[src/ssmc_pkg.sv]
package ssmc_pkg;

  // ------------------------------------------------------------
  // register offsets (word index on the plain register port)
  // ------------------------------------------------------------
  localparam logic [3:0] CORE_CTL_ADDR = 4'h0;
  localparam logic [3:0] SUPPLY_CTL_ADDR = 4'h1;
  localparam logic [3:0] FLAG_ADDR = 4'h2;
  localparam logic [3:0] STATE_ADDR = 4'h3;
  localparam logic [3:0] POWER_MODE_ADDR = 4'h4;

  // ------------------------------------------------------------
  // control register field positions
  // ------------------------------------------------------------
  localparam int SUP_EN_BIT = 0;
  localparam int SUP_KEEP_BIT = 1;
  localparam int SUP_FP_BIT = 2;
  localparam int MON_EN_BIT = 3;
  localparam int MON_FP_BIT = 4;
  localparam int AUTO_BIT = 5;
  localparam int SUP_RST_EN_BIT = 6;
  localparam int MON_RST_EN_BIT = 7;
  localparam int OVP_EN_BIT = 8;

  // flag register field positions
  localparam int CORE_DLY_BIT = 0;
  localparam int SUPPLY_DLY_BIT = 1;
  localparam int SLOW_WAKE_BIT = 2;

  // ------------------------------------------------------------
  // reset values
  // ------------------------------------------------------------
  localparam logic [15:0] CORE_CTL_RESET = 16'h00C9;
  localparam logic [15:0] SUPPLY_CTL_RESET = 16'h0049;

  // ------------------------------------------------------------
  // timing
  // ------------------------------------------------------------
  localparam int CLOCK_MHZ = 10;
  localparam int FAST_MASK_US = 2;
  localparam int SLOW_MASK_US = 150;
  localparam int FAST_MASK_CYCLES = FAST_MASK_US * CLOCK_MHZ;
  localparam int SLOW_MASK_CYCLES = SLOW_MASK_US * CLOCK_MHZ;
  localparam int MASK_CNT_W = 11;

  // ------------------------------------------------------------
  // unit operating states and power modes
  // ------------------------------------------------------------
  typedef enum logic [1:0] {
    SSMC_OFF,
    SSMC_NORMAL,
    SSMC_FULL
  } ssmc_unit_state_t;

  // 0 active, 1 and 2 light sleep, 3..5 deep sleep (units may switch off)
  localparam logic [2:0] PM_LPM2 = 3'h3;
  localparam logic [2:0] PM_LPM4 = 3'h5;

endpackage : ssmc_pkg

[src/ssmc_top.sv]
// Operation
// - supervisor full performance gives about 2 us mask
// - supervisor normal performance gives about 150 us mask
// - enabled normal-performance core supervisor selects slow wake
// - any core unit normal means slow wake
// - core units off or full: fast wake
// - supply normal unit switches off if configured
// - manual keep setting holds units in LPM
// - supply auto control idles monitor in LPM
// - overvoltage enable turns monitor into overvoltage reset
// - core event routes to reset or interrupt
`timescale 1ns/1ps
`default_nettype none

module ssmc_top
  import ssmc_pkg::*;
(
  // clock and reset
  input wire logic clock,
  input wire logic arst_n,
  // register port
  input wire logic [3:0] reg_addr,
  input wire logic [15:0] reg_wdata,
  input wire logic reg_write,
  input wire logic reg_read,
  output logic [15:0] reg_rdata,
  // power mode request (0 active, 1..5 low-power mode)
  input wire logic [2:0] power_mode,
  // raw comparator events from the analog units
  input wire logic core_supervisor_trip,
  input wire logic core_monitor_trip,
  input wire logic supply_supervisor_trip,
  input wire logic supply_monitor_trip,
  // unit states to the analog side
  output logic [1:0] core_supervisor_state,
  output logic [1:0] core_monitor_state,
  output logic [1:0] supply_supervisor_state,
  output logic [1:0] supply_monitor_state,
  // wake-up path and event routing
  output logic slow_wake,
  output logic power_on_reset_req,
  output logic supervisor_irq
);

  // ------------------------------------------------------------
  // functions
  // ------------------------------------------------------------

  // state of one unit from its enable and full-performance bits
  function automatic ssmc_unit_state_t active_state(input logic en, input logic fp);
    if (!en)
      active_state = SSMC_OFF;
    else if (fp)
      active_state = SSMC_FULL;
    else
      active_state = SSMC_NORMAL;
  endfunction : active_state

  // state in low-power modes 2..4
  function automatic ssmc_unit_state_t lpm_state(input ssmc_unit_state_t am,
                                                 input logic keep, input logic auto_ctl);
    if (auto_ctl)
      lpm_state = (am == SSMC_FULL) ? SSMC_NORMAL : SSMC_OFF;
    else if (keep)
      lpm_state = am;
    else
      lpm_state = SSMC_OFF;
  endfunction : lpm_state

  // mask length for a side: full performance is short
  function automatic logic [MASK_CNT_W-1:0] mask_len(input logic fp);
    if (fp)
      mask_len = MASK_CNT_W'(FAST_MASK_CYCLES);
    else
      mask_len = MASK_CNT_W'(SLOW_MASK_CYCLES);
  endfunction : mask_len

  // ------------------------------------------------------------
  // reset release
  // ------------------------------------------------------------
  logic [1:0] rst_sync_reg; // release shift chain
  logic rst_n; // synchronised reset used everywhere else

  // two flops release reset cleanly on a clock edge
  always_ff @(posedge clock or negedge arst_n)
  begin
    if (!arst_n)
      rst_sync_reg <= 2'b00;
    else
      rst_sync_reg <= {rst_sync_reg[0], 1'b1};
  end

  assign rst_n = rst_sync_reg[1];

  // ------------------------------------------------------------
  // control registers and settling masks
  // ------------------------------------------------------------
  logic [15:0] core_ctl_reg, core_ctl_next; // core-side control
  logic [15:0] supply_ctl_reg, supply_ctl_next; // supply-side control
  logic [MASK_CNT_W-1:0] core_cnt_reg, core_cnt_next; // core mask countdown
  logic [MASK_CNT_W-1:0] supply_cnt_reg, supply_cnt_next; // supply mask countdown
  logic core_dly_reg, core_dly_next; // core-side delay flag
  logic supply_dly_reg, supply_dly_next; // supply-side delay flag
  logic core_wr; // write to core control
  logic supply_wr; // write to supply control

  assign core_wr = reg_write && (reg_addr == CORE_CTL_ADDR);
  assign supply_wr = reg_write && (reg_addr == SUPPLY_CTL_ADDR);

  // next values: a write reloads the mask, which then counts down
  always_comb
  begin
    core_ctl_next = core_ctl_reg;
    supply_ctl_next = supply_ctl_reg;
    core_cnt_next = core_cnt_reg;
    supply_cnt_next = supply_cnt_reg;
    core_dly_next = core_dly_reg;
    supply_dly_next = supply_dly_reg;
    // core side
    if (core_wr)
    begin
      core_ctl_next = reg_wdata;
      core_cnt_next = mask_len(reg_wdata[SUP_FP_BIT]);
      core_dly_next = 1'b1;
    end
    else if (core_cnt_reg != '0)
    begin
      core_cnt_next = core_cnt_reg - 1'b1;
      // flag drops as the last mask cycle ends
      if (core_cnt_reg == MASK_CNT_W'(1))
        core_dly_next = 1'b0;
    end
    // supply side
    if (supply_wr)
    begin
      supply_ctl_next = reg_wdata;
      supply_cnt_next = mask_len(reg_wdata[SUP_FP_BIT]);
      supply_dly_next = 1'b1;
    end
    else if (supply_cnt_reg != '0)
    begin
      supply_cnt_next = supply_cnt_reg - 1'b1;
      if (supply_cnt_reg == MASK_CNT_W'(1))
        supply_dly_next = 1'b0;
    end
  end

  // masks are armed after reset too, so no false event comes before settling
  always_ff @(posedge clock or negedge rst_n)
  begin
    if (!rst_n)
    begin
      core_ctl_reg <= CORE_CTL_RESET;
      supply_ctl_reg <= SUPPLY_CTL_RESET;
      core_cnt_reg <= MASK_CNT_W'(SLOW_MASK_CYCLES);
      supply_cnt_reg <= MASK_CNT_W'(SLOW_MASK_CYCLES);
      core_dly_reg <= 1'b1;
      supply_dly_reg <= 1'b1;
    end
    else
    begin
      core_ctl_reg <= core_ctl_next;
      supply_ctl_reg <= supply_ctl_next;
      core_cnt_reg <= core_cnt_next;
      supply_cnt_reg <= supply_cnt_next;
      core_dly_reg <= core_dly_next;
      supply_dly_reg <= supply_dly_next;
    end
  end

  // ------------------------------------------------------------
  // unit state mapping and wake-up path
  // ------------------------------------------------------------
  logic in_lpm; // low-power mode 2, 3 or 4 requested
  logic core_supervisor_enable, core_supervisor_lowpower_keep, core_supervisor_fullperf;
  logic core_monitor_enable, core_monitor_fullperf, core_side_auto_control;
  logic supply_supervisor_enable, supply_supervisor_lowpower_keep, supply_supervisor_fullperf;
  logic supply_monitor_enable, supply_monitor_fullperf, supply_side_auto_control;
  logic overvoltage_protect_enable;
  ssmc_unit_state_t cs_am, cm_am, ss_am, sm_am; // active-mode states
  ssmc_unit_state_t cs_st, cm_st, ss_st, sm_st; // effective states
  logic [1:0] cs_reg, cm_reg, ss_reg, sm_reg; // registered unit states
  logic slow_wake_reg, slow_wake_next; // registered wake path
  logic [1:0] cs_next, cm_next, ss_next, sm_next;

  assign in_lpm = (power_mode >= PM_LPM2) && (power_mode <= PM_LPM4);
  assign core_supervisor_enable = core_ctl_reg[SUP_EN_BIT];
  assign core_supervisor_lowpower_keep = core_ctl_reg[SUP_KEEP_BIT];
  assign core_supervisor_fullperf = core_ctl_reg[SUP_FP_BIT];
  assign core_monitor_enable = core_ctl_reg[MON_EN_BIT];
  assign core_monitor_fullperf = core_ctl_reg[MON_FP_BIT];
  assign core_side_auto_control = core_ctl_reg[AUTO_BIT];
  assign supply_supervisor_enable = supply_ctl_reg[SUP_EN_BIT];
  assign supply_supervisor_lowpower_keep = supply_ctl_reg[SUP_KEEP_BIT];
  assign supply_supervisor_fullperf = supply_ctl_reg[SUP_FP_BIT];
  assign supply_monitor_enable = supply_ctl_reg[MON_EN_BIT];
  assign supply_monitor_fullperf = supply_ctl_reg[MON_FP_BIT];
  assign supply_side_auto_control = supply_ctl_reg[AUTO_BIT];
  assign overvoltage_protect_enable = supply_ctl_reg[OVP_EN_BIT];

  // the monitor has no keep bit: manual control keeps it on in LPM
  always_comb
  begin
    cs_am = active_state(core_supervisor_enable, core_supervisor_fullperf);
    cm_am = active_state(core_monitor_enable, core_monitor_fullperf);
    ss_am = active_state(supply_supervisor_enable, supply_supervisor_fullperf);
    sm_am = active_state(supply_monitor_enable, supply_monitor_fullperf);
    cs_st = cs_am;
    cm_st = cm_am;
    ss_st = ss_am;
    sm_st = sm_am;
    if (in_lpm)
    begin
      cs_st = lpm_state(cs_am, core_supervisor_lowpower_keep, core_side_auto_control);
      cm_st = lpm_state(cm_am, 1'b1, core_side_auto_control);
      ss_st = lpm_state(ss_am, supply_supervisor_lowpower_keep, supply_side_auto_control);
      sm_st = lpm_state(sm_am, 1'b1, supply_side_auto_control);
      // automatic supply control idles the monitor completely
      if (supply_side_auto_control)
        sm_st = SSMC_OFF;
    end
    cs_next = cs_st;
    cm_next = cm_st;
    ss_next = ss_st;
    sm_next = sm_st;
    // any core unit enabled in normal performance forces slow wake
    slow_wake_next = (cs_am == SSMC_NORMAL) || (cm_am == SSMC_NORMAL);
  end

  // registered so the analog side sees glitch-free states
  always_ff @(posedge clock or negedge rst_n)
  begin
    if (!rst_n)
    begin
      cs_reg <= 2'b00;
      cm_reg <= 2'b00;
      ss_reg <= 2'b00;
      sm_reg <= 2'b00;
      slow_wake_reg <= 1'b0;
    end
    else
    begin
      cs_reg <= cs_next;
      cm_reg <= cm_next;
      ss_reg <= ss_next;
      sm_reg <= sm_next;
      slow_wake_reg <= slow_wake_next;
    end
  end

  assign core_supervisor_state = cs_reg;
  assign core_monitor_state = cm_reg;
  assign supply_supervisor_state = ss_reg;
  assign supply_monitor_state = sm_reg;
  assign slow_wake = slow_wake_reg;

  // ------------------------------------------------------------
  // event routing
  // ------------------------------------------------------------
  logic por_reg, por_next; // power-on reset request
  logic irq_reg, irq_next; // interrupt request
  logic cs_ev, cm_ev, ss_ev, sm_ev; // qualified events

  // events count only from running units after their mask has expired
  always_comb
  begin
    cs_ev = core_supervisor_trip && (cs_reg != 2'b00) && !core_dly_reg;
    cm_ev = core_monitor_trip && (cm_reg != 2'b00) && !core_dly_reg;
    ss_ev = supply_supervisor_trip && (ss_reg != 2'b00) && !supply_dly_reg;
    sm_ev = supply_monitor_trip && (sm_reg != 2'b00) && !supply_dly_reg;
    por_next = 1'b0;
    irq_next = 1'b0;
    // core events go to reset or interrupt per their enable bit
    if (cs_ev)
    begin
      if (core_ctl_reg[SUP_RST_EN_BIT])
        por_next = 1'b1;
      else
        irq_next = 1'b1;
    end
    if (cm_ev)
    begin
      if (core_ctl_reg[MON_RST_EN_BIT])
        por_next = 1'b1;
      else
        irq_next = 1'b1;
    end
    if (ss_ev)
    begin
      if (supply_ctl_reg[SUP_RST_EN_BIT])
        por_next = 1'b1;
      else
        irq_next = 1'b1;
    end
    // overvoltage mode: monitor trip always requests power-on reset
    if (sm_ev)
    begin
      if (overvoltage_protect_enable || supply_ctl_reg[MON_RST_EN_BIT])
        por_next = 1'b1;
      else
        irq_next = 1'b1;
    end
  end

  // one-cycle pulses per qualified event cycle
  always_ff @(posedge clock or negedge rst_n)
  begin
    if (!rst_n)
    begin
      por_reg <= 1'b0;
      irq_reg <= 1'b0;
    end
    else
    begin
      por_reg <= por_next;
      irq_reg <= irq_next;
    end
  end

  assign power_on_reset_req = por_reg;
  assign supervisor_irq = irq_reg;

  // ------------------------------------------------------------
  // register read port
  // ------------------------------------------------------------
  logic [15:0] rdata_reg, rdata_next; // read data, valid the cycle after the strobe

  // software polls the flags before low-power entry; unmapped reads give zero
  always_comb
  begin
    rdata_next = 16'h0000;
    if (reg_read)
    begin
      unique case (reg_addr)
        CORE_CTL_ADDR: rdata_next = core_ctl_reg;
        SUPPLY_CTL_ADDR: rdata_next = supply_ctl_reg;
        FLAG_ADDR: rdata_next = {13'h0000, slow_wake_reg, supply_dly_reg, core_dly_reg};
        STATE_ADDR: rdata_next = {8'h00, sm_reg, ss_reg, cm_reg, cs_reg};
        POWER_MODE_ADDR: rdata_next = {13'h0000, power_mode};
        default: rdata_next = 16'h0000;
      endcase
    end
  end

  always_ff @(posedge clock or negedge rst_n)
  begin
    if (!rst_n)
      rdata_reg <= 16'h0000;
    else
      rdata_reg <= rdata_next;
  end

  assign reg_rdata = rdata_reg;

endmodule : ssmc_top

`default_nettype wire

[config.mk]
export PLATFORM = sky130hd
export DESIGN_NAME = ssmc_top
export DESIGN_NICKNAME = d
export VERILOG_FILES = /design/src/ssmc_pkg.sv /design/src/ssmc_top.sv
export SDC_FILE = /design/constraint.sdc
export NUM_CORES = 1
export LEC_CHECK = 0
export BUFFER_PORTS_ARGS = -buffer_cell sky130_fd_sc_hd__buf_2
export CORE_ASPECT_RATIO = 1.25
export CORE_MARGIN = 10
export CORE_UTILIZATION = 40
export DETAILED_ROUTE_END_ITERATION = 8
export GPL_TIMING_DRIVEN = 0
export SYNTH_ARGS = -nofsm -noshare
export SYNTH_HDL_FRONTEND = slang
export SYNTH_SLANG_ARGS = --single-unit
[constraint.sdc]
create_clock -name clock -period 6 [get_ports clock]
set_input_delay 0.3 -clock clock [delete_from_list [all_inputs] [get_ports clock]]
set_output_delay 0.3 -clock clock [all_outputs]
set_load 0.03 [all_outputs]
==> results.tsv <==
stage	metric	value	unit
power	ir_drop	0.200	mV
layout	layout_common_cells	nand2_1 (94), dfrtp_1 (61), buf_2 (60)	
setup_path	reg2reg_to	supply_cnt_reg[6]	
synth	syn-instance-count	398	
synth	async_reset_ff_share	100	%
sta	slew_headroom	53.4	%
layout	fin_util	49.4	%
detailed_routing	wire_per_inst	15.9	um
setup_path	r2r_cells	4	
clocking	cts_tree	built	
worst_hold_path	whs_path_depth	3	
grt	grt_pass1_vias	3208	
setup_path	path_max_fanout	6	
sta	postLayoutSetupSlackWorst	3.93	ns
setup_path	critPathArrivalTime	2.31	ns
layout	final_common_cell	nand2_1	
power	p_total	0.00193	W
die	dieArea	14100	um^2
place	place_ws	3.79	ns
detailed_routing	drc	0	
grt	grtUsageTotal	14.2	%
setup_path	regToRegSetupSlack	3.93	ns
sta	fmax	483	MHz
clocking	cts_sinks	85	
setup_path	critPathKind	register to register	
power	power.density	409	nW/um^2
sta	grt_setup_unrepaired	no	
setup_path	end_kind	register	
clocking	cts_inserted_buffers	9	
synth	yosys_warnings	0	
place	portBuffers	57	
layout	nets	505	
die	die-height	130	um
synth	synth_area	3900	um^2
clocking	insertion_delay	0.34	ns
clocking	cts_max_path_buffers	2	
worst_hold_path	holdPathEnd	core_ctl_reg[6]	
place	gp_congestion	0.836	
sta	slew_viol_final	0	
layout	drive_gt1_share	23.5	%
clocking	cts_root_buf	clkbuf_16	
sta	finalCritPeriodShare	34.5	%
detailed_routing	viasPerCell	5.12	
worst_hold_path	min_from	reg_wdata[6]	
die	die_w	108	um
detailed_routing	routed_wl	9.55	mm
setup_path	rr_startpoint	supply_cnt_reg[5]	
layout	antennaDiodeCount	0	
synth	ys_types	47	
place	dp_hpwl	7.00	mm
clocking	cts_htree_levels	3	
synth	ys_seq_area_share	55.2	%
synth	syn_nets	435	
detailed_routing	drt-initial-drc-count	134	
detailed_routing	drt_pass1_iterations	4	
die	initial_core_util	40.8	%
synth	synth-edff-count	0	
synth	ys.flop_type	dfrtp_1	
sta	setup_viol	0	
clocking	clkTransAtPathRegs	0.06	ns
grt	antenna_found_initial	0	
worst_hold_path	hp-class	input port to register	
synth	syn_avg_cell_area	9.81	um^2
sta	hold_violations	0	
clocking	ctsResizeCount	0	
setup_path	start_kind	register	
flow_run	max_cap_viol_count	0	
die	rows	40	
detailed_routing	via_count	3064	
sta	max_slew.worst_pin.slew	0.693	ns
die	io_pins	58	
sta	fin_tns_setup	0	ns
detailed_routing	postRouteAntennaNets	0	
layout	synthToLayoutAreaGrowth	20.9	%
setup_path	crit_required	6.24	ns
grt	grt_overflow_total	0	
die	core-area	9560	um^2
power	p_leak	2.33	nW
grt	grt_pass1_wl	15.7	mm
sta	fin_skew	0.00732	ns
status	status	finished clean	
sta	post-route-min-period	2.07	ns
grt	grt_max_degree	48	
clocking	cts_setup_buffers	0	
synth	ys_ff_latch	85	
metal layers:
metal / part of all wire (%) / wire [um] / track usage, %
met4: 1.8 / 172 / 6.22
met2: 51 / 4870 / 24.4
met5: 0 / 0 / 0
met3: 5.0 / 479 / 3.63
met1: 42 / 4030 / 16.4
layout make-up:
class	instances	area, um^2
Fill cell	916	4840
Sequential cell	85	2160
Multi-Input combinational cell	284	1640
Timing Repair Buffer	59	323
Clock buffer	10	239
Tap cell	126	158
Clock inverter	6	93.8
Buffer	16	63.8
Inverter	13	48.8
where the power goes:
part / switching (W) / internal (W)
registers: 0.000142 / 0.000760
clock network: 0.000232 / 0.000380
logic: 0.000234 / 0.000183
total: 0.000608 / 0.00132
synth_stat cells, types with 3 or more instances:
library cell | count | share of area (%)
o2111ai_1 | 4 | 0.90
and3_1 | 6 | 0.96
nor2_1 | 36 | 3.5
o22ai_1 | 9 | 1.4
nand2_1 | 94 | 9.0
nor3b_1 | 3 | 0.58
nor4_1 | 5 | 0.80
xor2_1 | 9 | 2.0
ha_1 | 6 | 1.9
o211ai_1 | 4 | 0.77
nor2b_1 | 3 | 0.48
o211a_1 | 3 | 0.77
nand3_1 | 4 | 0.51
a22oi_1 | 4 | 0.77
clkbuf_1 | 10 | 0.96
inv_1 | 13 | 1.3
nand3b_1 | 3 | 0.58
a31oi_1 | 6 | 0.96
nor3_1 | 5 | 0.64
o21ai_0 | 19 | 2.4
xnor2_1 | 6 | 1.3
buf_1 | 3 | 0.29
mux2i_1 | 16 | 4.1
dfstp_2 | 23 | 15
dfrtp_1 | 62 | 40
a21oi_1 | 8 | 1.0
buf_2 | 3 | 0.38
or3b_2 | 3 | 0.67
through the flow:
stage / hold slack [ns] / cell area (um^2) / std cells
final: 0.168 / 4720 / 599
after global routing: 0.162 / 4720 / 599
after CTS: 0.160 / 4720 / 599
after detailed placement: 0.0875 / 4380 / 582
after global placement: 0.0852 / 4350 / 581
after floorplan: 0.00441 / 3900 / 398
timing repair:
| item | in CTS | in global routing |
|---|---|---|
| hold buffers | 1 | 0 |
| endpoints found under the hold margin | 2 | 0 |
| endpoints found under the setup margin | 0 | 0 |
worst max path at each step:
stage	from	to	slack (ns)
floorplan	rst_sync_reg[1]	core_cnt_reg[0]	3.50
global placement	rst_sync_reg[1]	supply_ctl_reg[10]	2.53
detailed placement	reg_addr[2]	core_ctl_reg[9]	3.79
CTS	supply_cnt_reg[5]	supply_cnt_reg[8]	3.89
global route	supply_cnt_reg[5]	supply_cnt_reg[7]	3.74
finish	supply_cnt_reg[5]	supply_cnt_reg[6]	3.93
cells by family after synthesis:
kind of cell / synth area share [%]
simple gates: 21.3
flops: 55.2
compound gates: 10.6
buf+inv: 2.88
mux: 4.68
xor+xnor: 3.37
fa+ha+maj: 1.92
other cells: 0.0961
worst max-delay path, stage by stage (launching register included):
cell and delay, ns:
dfrtp_1 0.42, nor4_1 0.60, nand4_1 0.39, mux2i_1 0.49
a21oi_1 0.08
Note: power is estimated with default switching activity, not from simulation.
